===== config.mk =====
export PLATFORM = sky130hd
export DESIGN_NAME = ccr_codec_control
export DESIGN_NICKNAME = d
export VERILOG_FILES = /design/src/ccr_pkg.sv /design/src/ccr_codec_control.sv
export SDC_FILE = /design/constraint.sdc
export NUM_CORES = 1
export LEC_CHECK = 0
export BUFFER_PORTS_ARGS = -buffer_cell sky130_fd_sc_hd__buf_2
export CAP_MARGIN = 20
export CORE_UTILIZATION = 45
export DETAILED_ROUTE_END_ITERATION = 10
export GPL_TIMING_DRIVEN = 1
export PLACE_DENSITY = 0.63
export SETUP_SLACK_MARGIN = 0.05
export SYNTH_ARGS = -nofsm -noshare
export SYNTH_HDL_FRONTEND = slang
export SYNTH_SLANG_ARGS = --single-unit

===== constraint.sdc =====
create_clock -name ref_clk -period 3.42 [get_ports ref_clk]
set_clock_uncertainty 0.1 [all_clocks]
set_input_delay 0.171 -clock ref_clk [delete_from_list [all_inputs] [get_ports ref_clk]]
set_output_delay 0.171 -clock ref_clk [all_outputs]
set_load 0.02 [all_outputs]

===== src/ccr_pkg.sv =====
package ccr_pkg;

    // ****************
    // Register map
    // ****************
    localparam logic [7:0] CCR_ADDR_POWER1 = 8'h64;
    localparam logic [7:0] CCR_ADDR_POWER2 = 8'h65;
    localparam logic [7:0] CCR_ADDR_MODE = 8'h70;
    localparam logic [7:0] CCR_ADDR_SCRAM = 8'h71;
    localparam logic [7:0] CCR_ADDR_CLKDIV = 8'h72;

    localparam logic [15:0] CCR_RST_POWER1 = 16'h0000;
    localparam logic [15:0] CCR_RST_POWER2 = 16'h0000;
    localparam logic [15:0] CCR_RST_MODE = 16'h0000;
    localparam logic [15:0] CCR_RST_SCRAM = 16'h0000;
    localparam logic [15:0] CCR_RST_CLKDIV = 16'h0000;

    localparam logic [15:0] CCR_MASK_POWER = 16'h00ff;
    localparam logic [15:0] CCR_MASK_MODE = 16'h0007;
    localparam logic [15:0] CCR_MASK_SCRAM = 16'hb7ff;
    localparam logic [15:0] CCR_MASK_CLKDIV = 16'hffff;

    // ****************
    // Field positions
    // ****************
    localparam int CCR_P2_ANALOG_EN = 0;
    localparam int CCR_P2_OSC_SAVE = 1;
    localparam int CCR_SC_TX_EN = 15;
    localparam int CCR_SC_TX_INV = 13;
    localparam int CCR_SC_RX_EN = 12;
    localparam int CCR_SC_RX_INV = 10;
    localparam int CCR_CD_PRE_EN = 15;
    localparam int CCR_CD_DEC_EN = 14;
    localparam int CCR_CD_ENC_EN = 13;
    localparam int CCR_CD_FPRE_LSB = 11;
    localparam int CCR_CD_FDIV_LSB = 8;
    localparam int CCR_CD_BPRE_LSB = 6;
    localparam int CCR_CD_DDIV_LSB = 3;
    localparam int CCR_CD_EDIV_LSB = 0;

    // ****************
    // Codec modes
    // ****************
    localparam logic [2:0] CCR_MODE_ADM_UNBUF = 3'h0;
    localparam logic [2:0] CCR_MODE_ADM_BUF = 3'h1;
    localparam logic [2:0] CCR_MODE_PCM_LIN = 3'h2;
    localparam logic [2:0] CCR_MODE_PCM_MU = 3'h3;
    localparam logic [2:0] CCR_MODE_PCM_A = 3'h4;

    // ****************
    // Divider constants
    // ****************
    localparam logic [8:0] CCR_FILT_STEP = 9'h004;
    localparam logic [5:0] CCR_BIT_STEP = 6'h08;
    localparam logic [6:0] CCR_POST_DIV = 7'h40;
    localparam logic [6:0] CCR_PLL_STEP = 7'h02;
    localparam logic [1:0] CCR_PLL_HOLD = 2'h2;

    // Power field carrier, in register bit order
    typedef struct packed {
        logic [1:0] mic_amp;
        logic [1:0] digital_gain_amp;
        logic [1:0] volume_amp;
        logic [1:0] anti_alias_filter;
        logic [1:0] aif;
        logic [1:0] enc_dac;
        logic [1:0] dec_dac;
    } ccr_power_t;

    // Filter divide ratio in quarter steps
    function automatic logic [8:0] ccr_filt_ratio(input logic [2:0] code);
        case (code)
            3'h0: ccr_filt_ratio = 9'h008;
            3'h1: ccr_filt_ratio = 9'h020;
            3'h2: ccr_filt_ratio = 9'h03e;
            3'h3: ccr_filt_ratio = 9'h03f;
            3'h4: ccr_filt_ratio = 9'h040;
            3'h5: ccr_filt_ratio = 9'h058;
            3'h6: ccr_filt_ratio = 9'h07d;
            default: ccr_filt_ratio = 9'h0bb;
        endcase
    endfunction

    // Bit clock divide ratio in eighth steps
    function automatic logic [5:0] ccr_bit_ratio(input logic [2:0] code);
        case (code)
            3'h0: ccr_bit_ratio = 6'h08;
            3'h1: ccr_bit_ratio = 6'h10;
            3'h2: ccr_bit_ratio = 6'h12;
            3'h3: ccr_bit_ratio = 6'h15;
            3'h4: ccr_bit_ratio = 6'h18;
            3'h5: ccr_bit_ratio = 6'h19;
            3'h6: ccr_bit_ratio = 6'h1b;
            default: ccr_bit_ratio = 6'h1c;
        endcase
    endfunction

endpackage


===== src/ccr_codec_control.sv =====
module ccr_codec_control
    import ccr_pkg::*;
(
    input wire logic ref_clk,
    input wire logic reset,
    input wire logic [7:0] reg_addr,
    input wire logic [15:0] reg_wdata,
    input wire logic reg_wr,
    input wire logic reg_rd,
    output logic [15:0] reg_rdata,
    input wire logic pll_enable,
    input wire logic pll_phase_advance,
    input wire logic pll_phase_retard,
    input wire logic tx_bit_in,
    input wire logic tx_bit_valid,
    output logic tx_bit_out,
    output logic tx_bit_out_valid,
    input wire logic rx_bit_in,
    input wire logic rx_bit_valid,
    output logic rx_bit_out,
    output logic rx_bit_out_valid,
    output ccr_power_t power,
    output logic osc_power_down,
    output logic bandgap_enable,
    output logic [2:0] codec_mode,
    output logic codec_buffered_io,
    output logic codec_pcm,
    output logic sc_filter_tick,
    output logic enc_bit_clk_tick,
    output logic dec_bit_clk_tick
);

    // ****************
    // Register file
    // ****************
    logic [15:0] power1_r;
    logic [15:0] power2_r;
    logic [15:0] mode_r;
    logic [15:0] scram_r;
    logic [15:0] clkdiv_r;
    logic [15:0] rdata_r;
    logic [15:0] rdata_nxt;

    always_ff @(posedge ref_clk) begin
        if (reset) begin
            power1_r <= CCR_RST_POWER1;
            power2_r <= CCR_RST_POWER2;
            mode_r <= CCR_RST_MODE;
            scram_r <= CCR_RST_SCRAM;
            clkdiv_r <= CCR_RST_CLKDIV;
        end else if (reg_wr) begin
            case (reg_addr)
                CCR_ADDR_POWER1: power1_r <= reg_wdata & CCR_MASK_POWER;
                CCR_ADDR_POWER2: power2_r <= reg_wdata & CCR_MASK_POWER;
                CCR_ADDR_MODE: mode_r <= reg_wdata & CCR_MASK_MODE;
                CCR_ADDR_SCRAM: scram_r <= reg_wdata & CCR_MASK_SCRAM;
                CCR_ADDR_CLKDIV: clkdiv_r <= reg_wdata & CCR_MASK_CLKDIV;
                default: begin
                end
            endcase
        end
    end

    always_comb begin
        rdata_nxt = 16'h0000;
        if (reg_rd) begin
            case (reg_addr)
                CCR_ADDR_POWER1: rdata_nxt = power1_r;
                CCR_ADDR_POWER2: rdata_nxt = power2_r;
                CCR_ADDR_MODE: rdata_nxt = mode_r;
                CCR_ADDR_SCRAM: rdata_nxt = scram_r;
                CCR_ADDR_CLKDIV: rdata_nxt = clkdiv_r;
                default: rdata_nxt = 16'h0000;
            endcase
        end
    end

    always_ff @(posedge ref_clk) begin
        if (reset) begin
            rdata_r <= 16'h0000;
        end else begin
            rdata_r <= rdata_nxt;
        end
    end

    assign reg_rdata = rdata_r;

    // ****************
    // Power control
    // ****************
    ccr_power_t power_r;
    logic osc_down_r;
    logic bandgap_r;
    logic analog_en;

    assign analog_en = power2_r[CCR_P2_ANALOG_EN];

    always_ff @(posedge ref_clk) begin
        if (reset) begin
            power_r <= '0;
            osc_down_r <= 1'b0;
            bandgap_r <= 1'b0;
        end else begin
            if (analog_en) begin
                power_r <= ccr_power_t'({power2_r[7:2], power1_r[7:0]});
            end else begin
                power_r <= '0;
            end
            bandgap_r <= analog_en;
            osc_down_r <= power2_r[CCR_P2_OSC_SAVE];
        end
    end

    assign power = power_r;
    assign osc_power_down = osc_down_r;
    assign bandgap_enable = bandgap_r;

    // ****************
    // Codec mode
    // ****************
    logic [2:0] mode_out_r;
    logic buffered_r;
    logic pcm_r;

    always_ff @(posedge ref_clk) begin
        if (reset) begin
            mode_out_r <= CCR_MODE_ADM_UNBUF;
            buffered_r <= 1'b0;
            pcm_r <= 1'b0;
        end else begin
            mode_out_r <= mode_r[2:0];
            case (mode_r[2:0])
                CCR_MODE_ADM_BUF: begin
                    buffered_r <= 1'b1;
                    pcm_r <= 1'b0;
                end
                CCR_MODE_PCM_LIN, CCR_MODE_PCM_MU, CCR_MODE_PCM_A: begin
                    buffered_r <= 1'b1;
                    pcm_r <= 1'b1;
                end
                default: begin
                    buffered_r <= 1'b0;
                    pcm_r <= 1'b0;
                end
            endcase
        end
    end

    assign codec_mode = mode_out_r;
    assign codec_buffered_io = buffered_r;
    assign codec_pcm = pcm_r;

    // ****************
    // Scrambler and de-scrambler
    // ****************
    logic [9:0] taps;
    logic [9:0] tx_state_r;
    logic [9:0] rx_state_r;
    logic tx_out_r;
    logic tx_out_valid_r;
    logic rx_out_r;
    logic rx_out_valid_r;
    logic tx_mix;
    logic rx_line;

    assign taps = scram_r[9:0];
    assign tx_mix = tx_bit_in ^ (scram_r[CCR_SC_TX_EN] & (^(taps & tx_state_r)));
    assign rx_line = rx_bit_in ^ scram_r[CCR_SC_RX_INV];

    always_ff @(posedge ref_clk) begin
        if (reset) begin
            tx_state_r <= 10'h000;
            tx_out_r <= 1'b0;
            tx_out_valid_r <= 1'b0;
        end else begin
            tx_out_valid_r <= tx_bit_valid;
            if (tx_bit_valid) begin
                tx_out_r <= tx_mix ^ scram_r[CCR_SC_TX_INV];
                tx_state_r <= {tx_state_r[8:0], tx_mix};
            end
        end
    end

    always_ff @(posedge ref_clk) begin
        if (reset) begin
            rx_state_r <= 10'h000;
            rx_out_r <= 1'b0;
            rx_out_valid_r <= 1'b0;
        end else begin
            rx_out_valid_r <= rx_bit_valid;
            if (rx_bit_valid) begin
                rx_out_r <= rx_line ^ (scram_r[CCR_SC_RX_EN] & (^(taps & rx_state_r)));
                rx_state_r <= {rx_state_r[8:0], rx_line};
            end
        end
    end

    assign tx_bit_out = tx_out_r;
    assign tx_bit_out_valid = tx_out_valid_r;
    assign rx_bit_out = rx_out_r;
    assign rx_bit_out_valid = rx_out_valid_r;

    // ****************
    // Prescalers: index 0 filter, index 1 bit clocks
    // ****************
    logic [1:0] pre_tick;
    logic [1:0] pre_code [2];

    assign pre_code[0] = clkdiv_r[CCR_CD_FPRE_LSB +: 2];
    assign pre_code[1] = clkdiv_r[CCR_CD_BPRE_LSB +: 2];

    genvar gp;
    generate
        for (gp = 0; gp < 2; gp++) begin : g_pre
            logic [1:0] cnt_r;
            always_ff @(posedge ref_clk) begin
                if (reset || !clkdiv_r[CCR_CD_PRE_EN]) begin
                    cnt_r <= 2'h0;
                end else if (cnt_r >= pre_code[gp]) begin
                    cnt_r <= 2'h0;
                end else begin
                    cnt_r <= cnt_r + 2'h1;
                end
            end
            assign pre_tick[gp] = !clkdiv_r[CCR_CD_PRE_EN] || (cnt_r >= pre_code[gp]);
        end
    endgenerate

    // ****************
    // Filter clock divider
    // ****************
    logic [8:0] filt_acc_r;
    logic [8:0] filt_sum;
    logic [8:0] filt_ratio;
    logic filt_tick_r;
    logic div_wr;

    assign div_wr = reg_wr && (reg_addr == CCR_ADDR_CLKDIV);
    assign filt_ratio = ccr_filt_ratio(clkdiv_r[CCR_CD_FDIV_LSB +: 3]);
    assign filt_sum = filt_acc_r + CCR_FILT_STEP;

    always_ff @(posedge ref_clk) begin
        if (reset) begin
            filt_acc_r <= 9'h000;
            filt_tick_r <= 1'b0;
        end else if (div_wr) begin
            // Clear the stale remainder so a smaller ratio gives no tick burst
            filt_acc_r <= 9'h000;
            filt_tick_r <= 1'b0;
        end else begin
            filt_tick_r <= 1'b0;
            if (pre_tick[0]) begin
                if (filt_sum >= filt_ratio) begin
                    filt_acc_r <= filt_sum - filt_ratio;
                    filt_tick_r <= 1'b1;
                end else begin
                    filt_acc_r <= filt_sum;
                end
            end
        end
    end

    assign sc_filter_tick = filt_tick_r;

    // ****************
    // Bit clock dividers: index 0 encode, index 1 decode
    // ****************
    logic [1:0] chan_en;
    logic [2:0] bit_code [2];
    logic [1:0] bit_tick;

    assign chan_en[0] = clkdiv_r[CCR_CD_ENC_EN];
    assign chan_en[1] = clkdiv_r[CCR_CD_DEC_EN];
    assign bit_code[0] = clkdiv_r[CCR_CD_EDIV_LSB +: 3];
    assign bit_code[1] = clkdiv_r[CCR_CD_DDIV_LSB +: 3];

    genvar gb;
    generate
        for (gb = 0; gb < 2; gb++) begin : g_bit
            logic [5:0] acc_r;
            logic [5:0] sum;
            logic [5:0] ratio;
            logic [5:0] post_r;
            logic [1:0] hold_r;
            logic [6:0] post_sum;
            logic frac_tick;
            logic adv;
            logic ret;
            logic tick_r;

            assign ratio = ccr_bit_ratio(bit_code[gb]);
            assign sum = acc_r + CCR_BIT_STEP;
            assign frac_tick = pre_tick[1] && (sum >= ratio);
            assign adv = (gb == 1) && pll_enable && pll_phase_advance;
            assign ret = (gb == 1) && pll_enable && pll_phase_retard;
            assign post_sum = {1'b0, post_r}
                + {6'h00, frac_tick && (hold_r == 2'h0)}
                + (adv ? CCR_PLL_STEP : 7'h00);

            always_ff @(posedge ref_clk) begin
                if (reset || !chan_en[gb]) begin
                    acc_r <= 6'h00;
                end else if (pre_tick[1]) begin
                    acc_r <= frac_tick ? sum - ratio : sum;
                end
            end

            always_ff @(posedge ref_clk) begin
                if (reset || !chan_en[gb]) begin
                    post_r <= 6'h00;
                    hold_r <= 2'h0;
                    tick_r <= 1'b0;
                end else begin
                    post_r <= post_sum[5:0];
                    tick_r <= post_sum >= CCR_POST_DIV;
                    if (ret) begin
                        hold_r <= CCR_PLL_HOLD;
                    end else if (frac_tick && hold_r != 2'h0) begin
                        hold_r <= hold_r - 2'h1;
                    end
                end
            end

            assign bit_tick[gb] = tick_r;
        end
    endgenerate

    assign enc_bit_clk_tick = bit_tick[0];
    assign dec_bit_clk_tick = bit_tick[1];

endmodule


# Yosys cells after proc, flatten, opt, wreduce, memory -nomap -nowiden
# Index checks and enable logic that the tools add are counted.
# classes
eq_ne,27
n_addsub,13
magnitude_cmp,7
n_reduce_logical,41
n_bitwise,11
mux,13
# op_table
operator,count
one-hot mux 16 bit (5 select lines),1
one-hot mux 5 bit (7 select lines),2
one-hot mux 8 bit (7 select lines),1
"== test 8 x 7 -> 1 bit, second input constant",5
"== test 3 bit, second input constant",10
"== test 3 x 2 -> 1 bit, second input constant",8
AND 10 bit,2
XOR reduction 10 bit,2
adder 6 x 1 -> 7 bit,2
"greater-or-equal comparator 7 bit, second input constant",2
"adder 6 x 4 -> 6 bit, second input constant",2
"== test 3 x 1 -> 1 bit, second input constant",4
greater-or-equal comparator 6 bit,2
two-way mux 6 bit,2
OR reduction 2 bit,6
subtractor 6 bit,2
AND reduction 2 bit,5
"adder 9 x 3 -> 9 bit, second input constant",1
greater-or-equal comparator 9 bit,1
logical AND 1 bit,9
logical NOT 3 bit,3
two-way mux 9 bit,1
subtractor 9 bit,1
adder 7 x 2 -> 7 bit,1
14 further kinds,37
# word_totals
ff_bits,154
output_inout_bits,44
elab_cells,149
input_bits,35

# Longest topological paths before layout
# Gate-level depths: netlist of the first run.
# logic_depth
word_depth,8
depth_mapped,16
mapped_depth_nobuf,15

# Worst setup path before layout of the first run
# OpenSTA, ideal clock, no wires.
# synth_path
path_kind,register to register
start,reg clkdiv_r[4]
end,reg g_bit[1].post_r[4]
t_required_ns,3.192
arrival_time_ns,3.106
setup_ns,0.128
path_stages_with_launch,17
path_buffers,1
path_slack_ns,0.086
period_less_slack_ns,3.334
path_cell_list,dfxtp_1 -> clkbuf_1 -> xor2_1 -> nand2_1 -> o21ai_0 -> ha_1 -> inv_1 -> fa_1 -> a21oi_1 -> o211ai_1 -> a211o_1 -> and3_1 -> ha_1 -> fa_1 -> nand3_1 -> xor2_1 -> nor2_1
# synth_via
elab_chain_len,7
word_cells_on_any_way,13
classes_between,add/sub (2); order compare (1); eq/ne (6); mux (1); reduce/logical (3)
# synth_rtl
item,line_no,rtl
"start, declared",ccr_codec_control.sv:40,logic [15:0] clkdiv_r;
"start signal, assigned",ccr_codec_control.sv:57,CCR_ADDR_CLKDIV: clkdiv_r <= reg_wdata & CCR_MASK_CLKDIV;
== test 3 bit (tied with other cells),ccr_pkg.sv:86,case (code)
one-hot mux 5 bit (7 select lines) *,ccr_pkg.sv:86,
greater-or-equal comparator 6 bit *,ccr_codec_control.sv:293,assign frac_tick = pre_tick[1] && (sum >= ratio);
logical AND 1 bit *,ccr_codec_control.sv:293,
logical AND 1 bit *,ccr_codec_control.sv:297,"+ {6'h00, frac_tick && (hold_r == 2'h0)}"
adder 6 x 1 -> 7 bit *,ccr_codec_control.sv:297,
adder 7 x 2 -> 7 bit *,ccr_codec_control.sv:298,+ (adv ? CCR_PLL_STEP : 7'h00);
"end signal, assigned",ccr_codec_control.sv:314,post_r <= post_sum[5:0];
"end, declared",ccr_codec_control.sv:283,logic [5:0] post_r;
# Mark *: on every way between the ends. The rest lies on a longest branch, timed or not.
# A chain may end at the register's enable or synchronous reset.

# Final worst setup path of the first run
# layout_path
start,reg clkdiv_r[5]
end,reg g_bit[1].post_r[4]
# The elaborated chain is that of the path after synthesis.

==> flow_summary.yaml, run 1 <==
run_status:
  status: "complete, but fails checks"
  violations: "negative hold slack"
run:
  cap_viol_max_count: 0
floorplan:
  initial_utilization_pct: 46.9
  core_area_um2: 15400
  rows: 45
  die_y_um: 129
  chipWidth_um: 129
  io_pins: 79
  dieArea_um2: 16600
synthesis:
  synth_flop_cell: "dfxtp_1"
  yosys.cell_types.count: 56
  synth_fa_ha_area_share_pct: 6.64
  ys_ff_latch: 154
  synth_area_um2: 7230
  yosys.area_share.simple_pct: 22.2
  yosysWarnings: 0
  syn_nets: 915
  synth_top_family_by_area: "simple AND/OR/NAND/NOR gates"
  synthesis.instances: 844
  synth_compound_area_share_pct: 13.3
  avgSynthCellArea_um2: 8.57
  synthArstFlopShare_pct: 0
  synth-edff-count: 0
  synthMuxAreaShare_pct: 5.19
  synth_xor_area_share_pct: 5.92
  synth_seq_area_share_pct: 42.6
worst_setup_path:
  worst_setup_path_start_kind: "flop"
  worstSetupPathType: "reg2reg"
  crit_fanout: 6
  cp_data_arrival_time_ns: 3.39
  worstPathCellList: "xor2_1, nand2_1, o21ai_0, ha_2, inv_1, fa_2, a21oi_2, o211ai_1, a211o_1, and3_1, ha_1, fa_2, nand3_1, xor2_1, nor2_1"
  cp.required_ns: 3.62
  startpoint: "clkdiv_r[5]"
  cpMaxStageDelayCell: "dfxtp_2"
  crit-reg2reg-launch: "clkdiv_r[5]"
  rrSetupSlack_ns: 0.23
  endpoint_kind: "flop"
  reg2regPathDepth: 15
  cp-endpoint: "g_bit[1].post_r[4]"
  cpPeakStageDelay_ns: 0.37
  reg2reg_to: "g_bit[1].post_r[4]"
finish:
  layout.cells.most_common_list: "dfxtp_1 (150), nand2_1 (121), nor2_1 (82)"
  fin_util_pct: 55.9
  layout-drive-gt1-share_pct: 15.3
  antennaDiodeCount: 0
  fin_area_um2: 8620
  instances_no_fill: 1152
  final_common_cell: "dfxtp_1"
  nets: 999
  area.growth.synth_to_final_pct: 19.2
timing:
  rsz0062_at_grt: "true"
  fin_crit_sh_pct: 93.3
  max_clock_freq_ghz: 0.313
  maxSlewHeadroom_pct: 44.3
  worst_pin_slew_ns: 0.833
  period_needed_ns: 3.19
  fin_tns_setup_ns: 0
  fin_ws_ns: 0.230
  hold_viol: 1
  slew_violations: 0
  setup_violations: 0
  hold_ws_ns: -0.00177
routing:
  drt_iter0_markers: 425
  ant_nets: 0
  dr.pass1.iters: 7
  wirelength_um: 17200
  vias: 6030
  drc_errors: 0
  wl_per_cell_um: 14.9
  via_per_inst: 5.23
global_route:
  grt_pass1_vias: 5570
  grt_max_degree: 38
  track_usage_pct: 22.0
  overflow: 0
  grt_pass1_wl_um: 28000
  antenna_found_initial: 0
clocking:
  cts_setup_buffers: 0
  cts_max_path_buffers: 2
  h-tree-depth: 4
  cts.sinks: 154
  cts_tree: "built"
  path_clk_slew_ns: 0.06
  cts_root_buf: "clkbuf_16"
  numCtsBuffers: 17
  clkLatencyLatePin_ns: 0.43
hold_path:
  min_path_type: "in2reg"
placement:
  routabilityCongestion: 0.870
  hpwl_um: 12200
  numPortBuffers: 78
  placed_cells: 1102
  place_ws_ns: 0.0641
  place_area_um2: 7820
power:
  finalPower_mw: 4.57
  ir_worst_vdd_mv: 0.366
  power_density_nw_per_um2: 531
  leakagePower_nw: 3.35
Yosys cell counts, types with 2 or more instances:
library cell | instances | area share (%)
a211o_1 | 2 | 0.24
a211oi_1 | 12 | 1.2
a21oi_1 | 73 | 5.1
a222oi_1 | 3 | 0.42
a22o_1 | 6 | 0.73
a22oi_1 | 12 | 1.2
a311oi_1 | 2 | 0.24
a31oi_1 | 4 | 0.35
and2_1 | 21 | 1.8
and3_1 | 8 | 0.69
and3b_1 | 2 | 0.24
buf_1 | 2 | 0.10
buf_2 | 4 | 0.28
clkbuf_1 | 38 | 2.0
dfxtp_1 | 154 | 43
fa_1 | 4 | 1.1
ha_1 | 32 | 5.5
inv_1 | 31 | 1.6
mux2_2 | 4 | 0.62
mux2i_1 | 33 | 4.6
nand2_1 | 121 | 6.3
nand2b_1 | 13 | 1.1
nand3_1 | 32 | 2.2
nand3b_1 | 3 | 0.31
nand4_1 | 4 | 0.35
nor2_1 | 82 | 4.3
nor2b_1 | 16 | 1.4
nor3_1 | 17 | 1.2
nor4_1 | 4 | 0.35
o2111ai_1 | 2 | 0.24
o211ai_1 | 3 | 0.31
o21a_1 | 5 | 0.52
o21ai_0 | 21 | 1.5
o21ai_1 | 3 | 0.21
o31a_1 | 2 | 0.24
or3_1 | 9 | 0.78
xnor2_1 | 23 | 2.8
xnor2_2 | 2 | 0.45
xnor3_1 | 2 | 0.62
xor2_1 | 17 | 2.1
kinds of logic (layout without fill, tap and decap cells):
group           count (synthesis)  in the layout
compound gates                156            156
xor+xnor                       44             44
fa+ha+maj                      36             36
buf+inv                        76            173
flops                         154            154
mux                            37             37
simple gates                  341            341
repair_timing:
action,CTS,global route
hold buffers,18,0
endpoints found under the setup margin,0,5
gates resized for setup,0,9
endpoints found under the hold margin,42,0
worst max-delay path, delay by kind of cell, from the launching register on:
kind            cells  cell delay (ns)
flops               1             0.37
simple gates        4             0.41
compound gates      4             0.69
fa+ha+maj           4             1.14
buf+inv             1             0.05
xor+xnor            2             0.30
worst min path at each step:
| stage | from | endpoint | slack, ns | cells after the start |
|---|---|---|---|---|
| after CTS | pll_phase_retard | g_bit[1].hold_r[0] | 0.003 | 3 |
| final | pll_phase_retard | g_bit[1].hold_r[0] | -0.002 | 3 |
| after global routing | pll_phase_retard | g_bit[1].hold_r[0] | 0.02 | 3 |
| after detailed placement | reg_wdata[11] | clkdiv_r[11] | 0.33 | 3 |
| after global placement | reg_wdata[11] | clkdiv_r[11] | 0.32 | 3 |
| after floorplan | reg_wdata[14] | clkdiv_r[14] | 0.21 | 2 |
sequential cells by signal, summed over array words and instances (netlist names), 3 cells and up:
signal,count
clkdiv_r,16
reg_rdata,16
power,14
scram_r,14
g_bit.acc_r,12
g_bit.post_r,12
rx_state_r,10
tx_state_r,10
filt_acc_r,9
power1_r,8
power2_r,8
g_bit.hold_r,4
g_pre.cnt_r,4
codec_mode,3
mode_r,3
layout make-up:
| type | count | area (um^2) |
|---|---|---|
| Multi-Input combinational cell | 614 | 3870 |
| Sequential cell | 154 | 3090 |
| Clock buffer | 22 | 464 |
| Fill cell | 1482 | 6810 |
| Inverter | 31 | 116 |
| Timing Repair Buffer | 110 | 676 |
| Clock inverter | 10 | 143 |
| Tap cell | 211 | 264 |
per-layer routing:
metal  global-route usage (%)  part of all wire, %
met1                     29.7                   47
met2                     35.5                   47
met3                     5.03                  4.7
met4                     5.67                  1.2
met5                        0                    0
report_power, final:
part           switching (mW)  total (mW)  leakage [nW]  internal (mW)
Clock                   0.735        1.92         0.294           1.19
Sequential             0.0425        1.89          1.25           1.85
Combinational           0.430       0.762          1.81          0.333
Power figures use the tool's default switching activity.
==> run 2, diff against run 1 <==
--- a/config.mk
+++ b/config.mk
@@ -5,6 +5,7 @@
 export SDC_FILE = /design/constraint.sdc
 export NUM_CORES = 1
 export LEC_CHECK = 0
+export ABC_AREA = 1
 export BUFFER_PORTS_ARGS = -buffer_cell sky130_fd_sc_hd__buf_2
 export CAP_MARGIN = 20
 export CORE_UTILIZATION = 45
==> run 2 against run 1 <==
- the run now ends clean
- cell count up 10%
- wire length shrank 3.1%
- area after synthesis is essentially flat
- design area down 0.32%
- first-iteration DRC count down 29%
- critical endpoint unchanged
- non-clock buffer count decreased by 7
- sequential power about the same
- critical path depth rose by 3
==> flow_summary.yaml, run 2 <==
floorplan:
  io_pins: 79
  core_area_um2: 15400
  rows: 45
  dieArea_um2: 16600
  die_y_um: 129
  initial_utilization_pct: 46.8
  chipWidth_um: 129
clocking:
  cts_max_path_buffers: 2
  clkLatencyLatePin_ns: 0.43
  cts.sinks: 154
  h-tree-depth: 4
  numCtsBuffers: 17
  cts_root_buf: "clkbuf_16"
  cts_tree: "built"
  path_clk_slew_ns: 0.06
run:
  cap_viol_max_count: 0
finish:
  layout.cells.most_common_list: "dfxtp_1 (152), nand2_1 (140), inv_1 (137)"
  antennaDiodeCount: 0
  area.growth.synth_to_final_pct: 19.0
  nets: 1115
  fin_util_pct: 55.7
  layout-drive-gt1-share_pct: 14.1
  final_common_cell: "dfxtp_1"
global_route:
  antenna_found_initial: 0
  track_usage_pct: 21.4
  overflow: 0
  grt_max_degree: 33
  grt_pass1_wl_um: 27500
  grt_pass1_vias: 5671
synthesis:
  synth_area_um2: 7220
  synth_area_leaders: "dfxtp_1 (43%), nand2_1 (7.4%), inv_1 (7.1%)"
  synthArstFlopShare_pct: 0
  avgSynthCellArea_um2: 7.60
  yosys.cell_types.count: 43
  netlist.area_leader.share_pct: 42.7
  ys_ff_latch: 154
  ys_top_cells_by_count: "dfxtp_1 (154), nand2_1 (142), inv_1 (137), nor2_1 (133), a21oi_1 (74)"
  yosysTopAreaCell: "dfxtp_1"
  yosysWarnings: 0
  synth_flop_cell: "dfxtp_1"
  synth_seq_area_share_pct: 42.7
  synthesis.instances: 950
  syn_nets: 1021
  synthMostInstantiatedCell: "dfxtp_1"
  synth-edff-count: 0
timing:
  max_clock_freq_ghz: 0.332
  rsz0062_at_grt: "false"
  worst_pin_slew_ns: 0.694
  hold_viol: 0
  maxSlewHeadroom_pct: 53.6
  period_needed_ns: 3.02
  slew_violations: 0
  setup_violations: 0
  fin_tns_setup_ns: 0
  fin_crit_sh_pct: 88.2
worst_setup_path:
  worstPathCellList: "nand2_1, a21oi_1, ha_1, inv_1, fa_1, nand3_1, nand3_1, o21ai_2, nand2_2, nand2_2, nor2_1, ha_1, fa_1, nand2_1, nor2_1, inv_1, o21ai_0, a21oi_1"
  cp_data_arrival_time_ns: 3.28
  cp.required_ns: 3.69
  crit_fanout: 6
  worst_setup_path_start_kind: "flop"
  endpoint_kind: "flop"
  cpPeakStageDelay_ns: 0.40
  cp_num_buf_inv: 2
  cpLargestDelayFamily: "adder cells"
  worstSetupPathType: "reg2reg"
  cpMaxStageDelayCell: "fa_1"
placement:
  numPortBuffers: 78
  routabilityCongestion: 0.808
  hpwl_um: 11700
routing:
  dr.pass1.iters: 5
  wirelength_um: 16700
  ant_nets: 0
  drc_errors: 0
  vias: 6152
  drt_iter0_markers: 300
  wl_per_cell_um: 13.2
  via_per_inst: 4.85
run_status:
  status: "complete, no violations"
power:
  power_density_nw_per_um2: 546
  leakagePower_nw: 3.83
  ir_worst_vdd_mv: 0.368
hold_path:
  min_path_type: "in2reg"
run 2: cell types whose count changed after synthesis, moves of 12 or more:
| cell | delta |
|---|---|
| nor2b_1 | -16 |
| nand2_1 | +21 |
| and2_1 | -21 |
| mux2i_1 | -33 |
| o21ai_0 | +49 |
| nor2_1 | +51 |
| inv_1 | +106 |
| o22ai_1 | +12 |
| nand2b_1 | -13 |
| clkbuf_1 | -19 |
run 2: final cells by class:
cell class	instances	area [um^2]
clock buffer	18	429
sequential	154	3090
tap	211	264
multi-input combinational	624	3450
clock inverter	14	196
fill	1559	6830
timing repair buffer	103	628
inverter	144	541
run 2: worst paths after layout:
path,from,end,slack [ns],cells past startpoint
max,clkdiv_r[4],g_bit[1].post_r[4],0.40,18
min,tx_bit_in,tx_state_r[0],0.02,5
max reg2reg,clkdiv_r[4],g_bit[1].post_r[4],0.40,18
min reg2reg,clkdiv_r[14],clkdiv_r[14],0.35,2
run 2: stage by stage:
step	hold WS, ns	power, mW	cells	instance area [um^2]	setup slack [ns]
6_report	0.0204	4.69	1268	8590	0.405
5_1_grt	0.0782	4.93	1268	8590	0.0756
4_1_cts	0.0128	4.73	1268	8580	0.272
3_5_place_dp	0.346	2.72	1216	7760	0.289
3_3_place_gp	0.342	2.70	1216	7760	0.365
2_1_floorplan	0.155	2.58	950	7220	0.575
run 2: cells by family after synthesis:
| logic type | Yosys count | share of synthesized area [%] |
|---|---|---|
| AND/OR/NAND/NOR | 349 | 20.8 |
| AO/OA/AOI/OAI | 207 | 16.2 |
| buffers and inverters | 172 | 9.68 |
| flip-flops | 154 | 42.7 |
| adder cells (fa/ha/maj) | 36 | 6.65 |
| XOR/XNOR | 32 | 3.98 |
run 2: power by group:
group	internal (mW)	leakage [nW]	switching, mW
registers	1.86	1.25	0.0440
clock network	1.22	0.297	0.773
logic	0.322	2.29	0.469
run 2: layer usage:
metal,routed length (um),share of wire [%],GRT usage (%),vias to the layer above
met3,561,3.4,4.91,15
met1,8340,50,28.6,2760
met5,0,0,0,-
met2,7580,45,34.7,98
li1,-,-,-,3279
met4,198,1.2,6.16,0
run 2: worst reg2reg max path, cell delays in order (launching register included):
cell	delay, ns
dfxtp_2	0.37
nand2_1	0.10
a21oi_1	0.16
ha_1	0.16
inv_1	0.06
fa_1	0.40
nand3_1	0.09
nand3_1	0.11
o21ai_2	0.15
nand2_2	0.09
nand2_2	0.10
nor2_1	0.07
ha_1	0.20
fa_1	0.38
nand2_1	0.09
nor2_1	0.04
inv_1	0.07
o21ai_0	0.07
a21oi_1	0.14
run 2: what timing repair did:
| action | in CTS | in global routing |
|---|---|---|
| endpoints found under the setup margin | 0 | 1 |
| buffers inserted | 0 | 0 |
| hold buffers | 20 | 0 |
| gates resized for setup | 0 | 5 |
| hold endpoints to repair | 45 | 0 |
==> run 3, diff against run 2 <==
--- a/config.mk
+++ b/config.mk
@@ -9,8 +9,9 @@
 export BUFFER_PORTS_ARGS = -buffer_cell sky130_fd_sc_hd__buf_2
 export CAP_MARGIN = 20
 export CORE_UTILIZATION = 45
+export CTS_BUF_LIST = sky130_fd_sc_hd__clkbuf_4 sky130_fd_sc_hd__clkbuf_8
 export DETAILED_ROUTE_END_ITERATION = 10
-export GPL_TIMING_DRIVEN = 1
+export GPL_TIMING_DRIVEN = 0
 export PLACE_DENSITY = 0.63
 export SETUP_SLACK_MARGIN = 0.05
 export SYNTH_ARGS = -nofsm -noshare
==> run 3 against run 2 <==
- flip-flop and latch count did not move
- cell count grew 2.1%
- clock-buffer cell count increased by 4
- critical path type unchanged
- worst setup slack lost 0.049 ns
- via count increased by 2.6%
==> flow_summary.yaml, run 3 (synthesized netlist as in run 2, its figures left out) <==
routing:
  drt_iter0_markers: 328
  wl_per_cell_um: 13.4
  vias: 6311
  dr.pass1.iters: 5
  wirelength_um: 17300
  via_per_inst: 4.88
  ant_nets: 0
  drc_errors: 0
global_route:
  track_usage_pct: 21.9
  grt_max_degree: 17
  grt_pass1_vias: 5665
  grt_pass1_wl_um: 27800
  overflow: 0
  antenna_found_initial: 0
floorplan:
  initial_utilization_pct: 46.8
  die_y_um: 129
  dieArea_um2: 16600
  io_pins: 79
  core_area_um2: 15400
  chipWidth_um: 129
  rows: 45
placement:
  numPortBuffers: 78
  routabilityCongestion: 0.841
  hpwl_um: 12900
  placed_cells: 1239
  place_ws_ns: 0.182
clocking:
  cts_tree: "built"
  path_clk_slew_ns: 0.08
  cts_root_buf: "clkbuf_8"
  cts_max_path_buffers: 2
  cts_setup_buffers: 0
  clkLatencyLatePin_ns: 0.45
  h-tree-depth: 4
  numCtsBuffers: 17
  cts.sinks: 154
finish:
  instances_no_fill: 1294
  area.growth.synth_to_final_pct: 18.1
  fillers: 1532
  layout-drive-gt1-share_pct: 14.2
  layout.cells.most_common_list: "dfxtp_1 (152), nand2_1 (141), inv_1 (137)"
  nets: 1141
  antennaDiodeCount: 0
  final_common_cell: "dfxtp_1"
hold_path:
  min_path_type: "in2reg"
  min_to: "rx_state_r[0]"
  whs_path_depth: 5
  min_from: "rx_bit_in"
power:
  leakagePower_nw: 3.78
  seq_power_share_pct: 46.1
  sw_frac_of_total_pct: 29.0
  power_frac_clock_pct: 33.8
  finalPower_mw: 4.12
  intPower_mw: 2.93
  switchingPower_mw: 1.20
  power_density_nw_per_um2: 483
  ir_worst_vdd_mv: 0.283
  p_comb_share_pct: 20.1
worst_setup_path:
  reg2regPathDepth: 19
  crit-reg2reg-launch: "clkdiv_r[4]"
  startpoint: "clkdiv_r[4]"
  crit_fanout: 6
  cp.required_ns: 3.71
  endpoint_kind: "flop"
  reg2reg_to: "g_bit[1].post_r[4]"
  cp_data_arrival_time_ns: 3.35
  worst_setup_path_start_kind: "flop"
  rrSetupSlack_ns: 0.36
  worstSetupPathType: "reg2reg"
run_status:
  status: "complete, no violations"
timing:
  period_needed_ns: 3.06
  fin_crit_sh_pct: 89.6
  fin_tns_setup_ns: 0
  worst_pin_slew_ns: 0.665
  fin_ws_ns: 0.355
  slew_violations: 0
  max_clock_freq_ghz: 0.326
  setup_violations: 0
  hold_ws_ns: 0.0306
  maxSlewHeadroom_pct: 55.5
  hold_viol: 0
  rsz0062_at_grt: "false"
run:
  cap_viol_max_count: 0
-- run 3: final cells by class --
class	instances	area [um^2]	area share, %
sequential	154	3090	36.2
tap	211	264	3.10
clock buffer	22	290	3.40
buffer	28	159	1.86
clock inverter	10	116	1.36
inverter	144	541	6.34
multi-input combinational	624	3450	40.5
timing repair buffer	101	621	7.28
-- run 3: per-stage QoR --
stage	utilization, %	area [um^2]
2_1_floorplan	-	7220
3_3_place_gp	51.1	7880
3_5_place_dp	51.1	7880
4_1_cts	55.2	8520
5_1_grt	55.3	8530
6_report	55.3	8530
-- run 3: worst max-delay path by stage --
stage | cells past startpoint | slack, ns | to
6_report | 19 | 0.36 | g_bit[1].post_r[4]
5_1_grt | 17 | 0.08 | g_bit[0].post_r[4]
4_1_cts | 18 | 0.17 | g_bit[1].post_r[4]
3_5_place_dp | 18 | 0.18 | g_bit[1].post_r[4]
3_3_place_gp | 18 | 0.16 | g_bit[1].post_r[4]
2_1_floorplan | 18 | 0.57 | g_bit[1].post_r[4]
-- run 3: critical path, stage by stage, from the launching register on --
cell	delay (ns)
dfxtp_4	0.37
nand2_1	0.13
nor2_1	0.07
a21oi_2	0.12
ha_1	0.15
inv_1	0.06
fa_2	0.35
nand3_1	0.08
nand3_1	0.10
o21ai_1	0.13
nand2_1	0.12
nand2_2	0.13
nor2_1	0.07
ha_1	0.21
fa_1	0.39
nand2_1	0.10
nor2_1	0.04
inv_1	0.07
o21ai_0	0.07
a21oi_1	0.13
-- run 3: power groups by stage --
stage	sequential, mW	clock (mW)	combinational (mW)
4_1_cts	1.90	1.43	0.841
5_1_grt	1.91	1.50	0.952
2_1_floorplan	1.95	0	0.637
6_report	1.90	1.39	0.830
3_3_place_gp	1.94	0	0.812
3_5_place_dp	1.94	0	0.819
-- run 3: timing repair --
item,4_1_cts,5_1_grt
endpoints found under the setup margin,0,3
hold endpoints to repair,60,0
hold buffers,23,0
resized for setup,0,6
-- run 3: layer usage --
metal,GRT usage (%),wire length (um)
met4,10.2,536
met1,29.1,8490
met2,34.6,7640
met3,3.83,628
met5,0,0
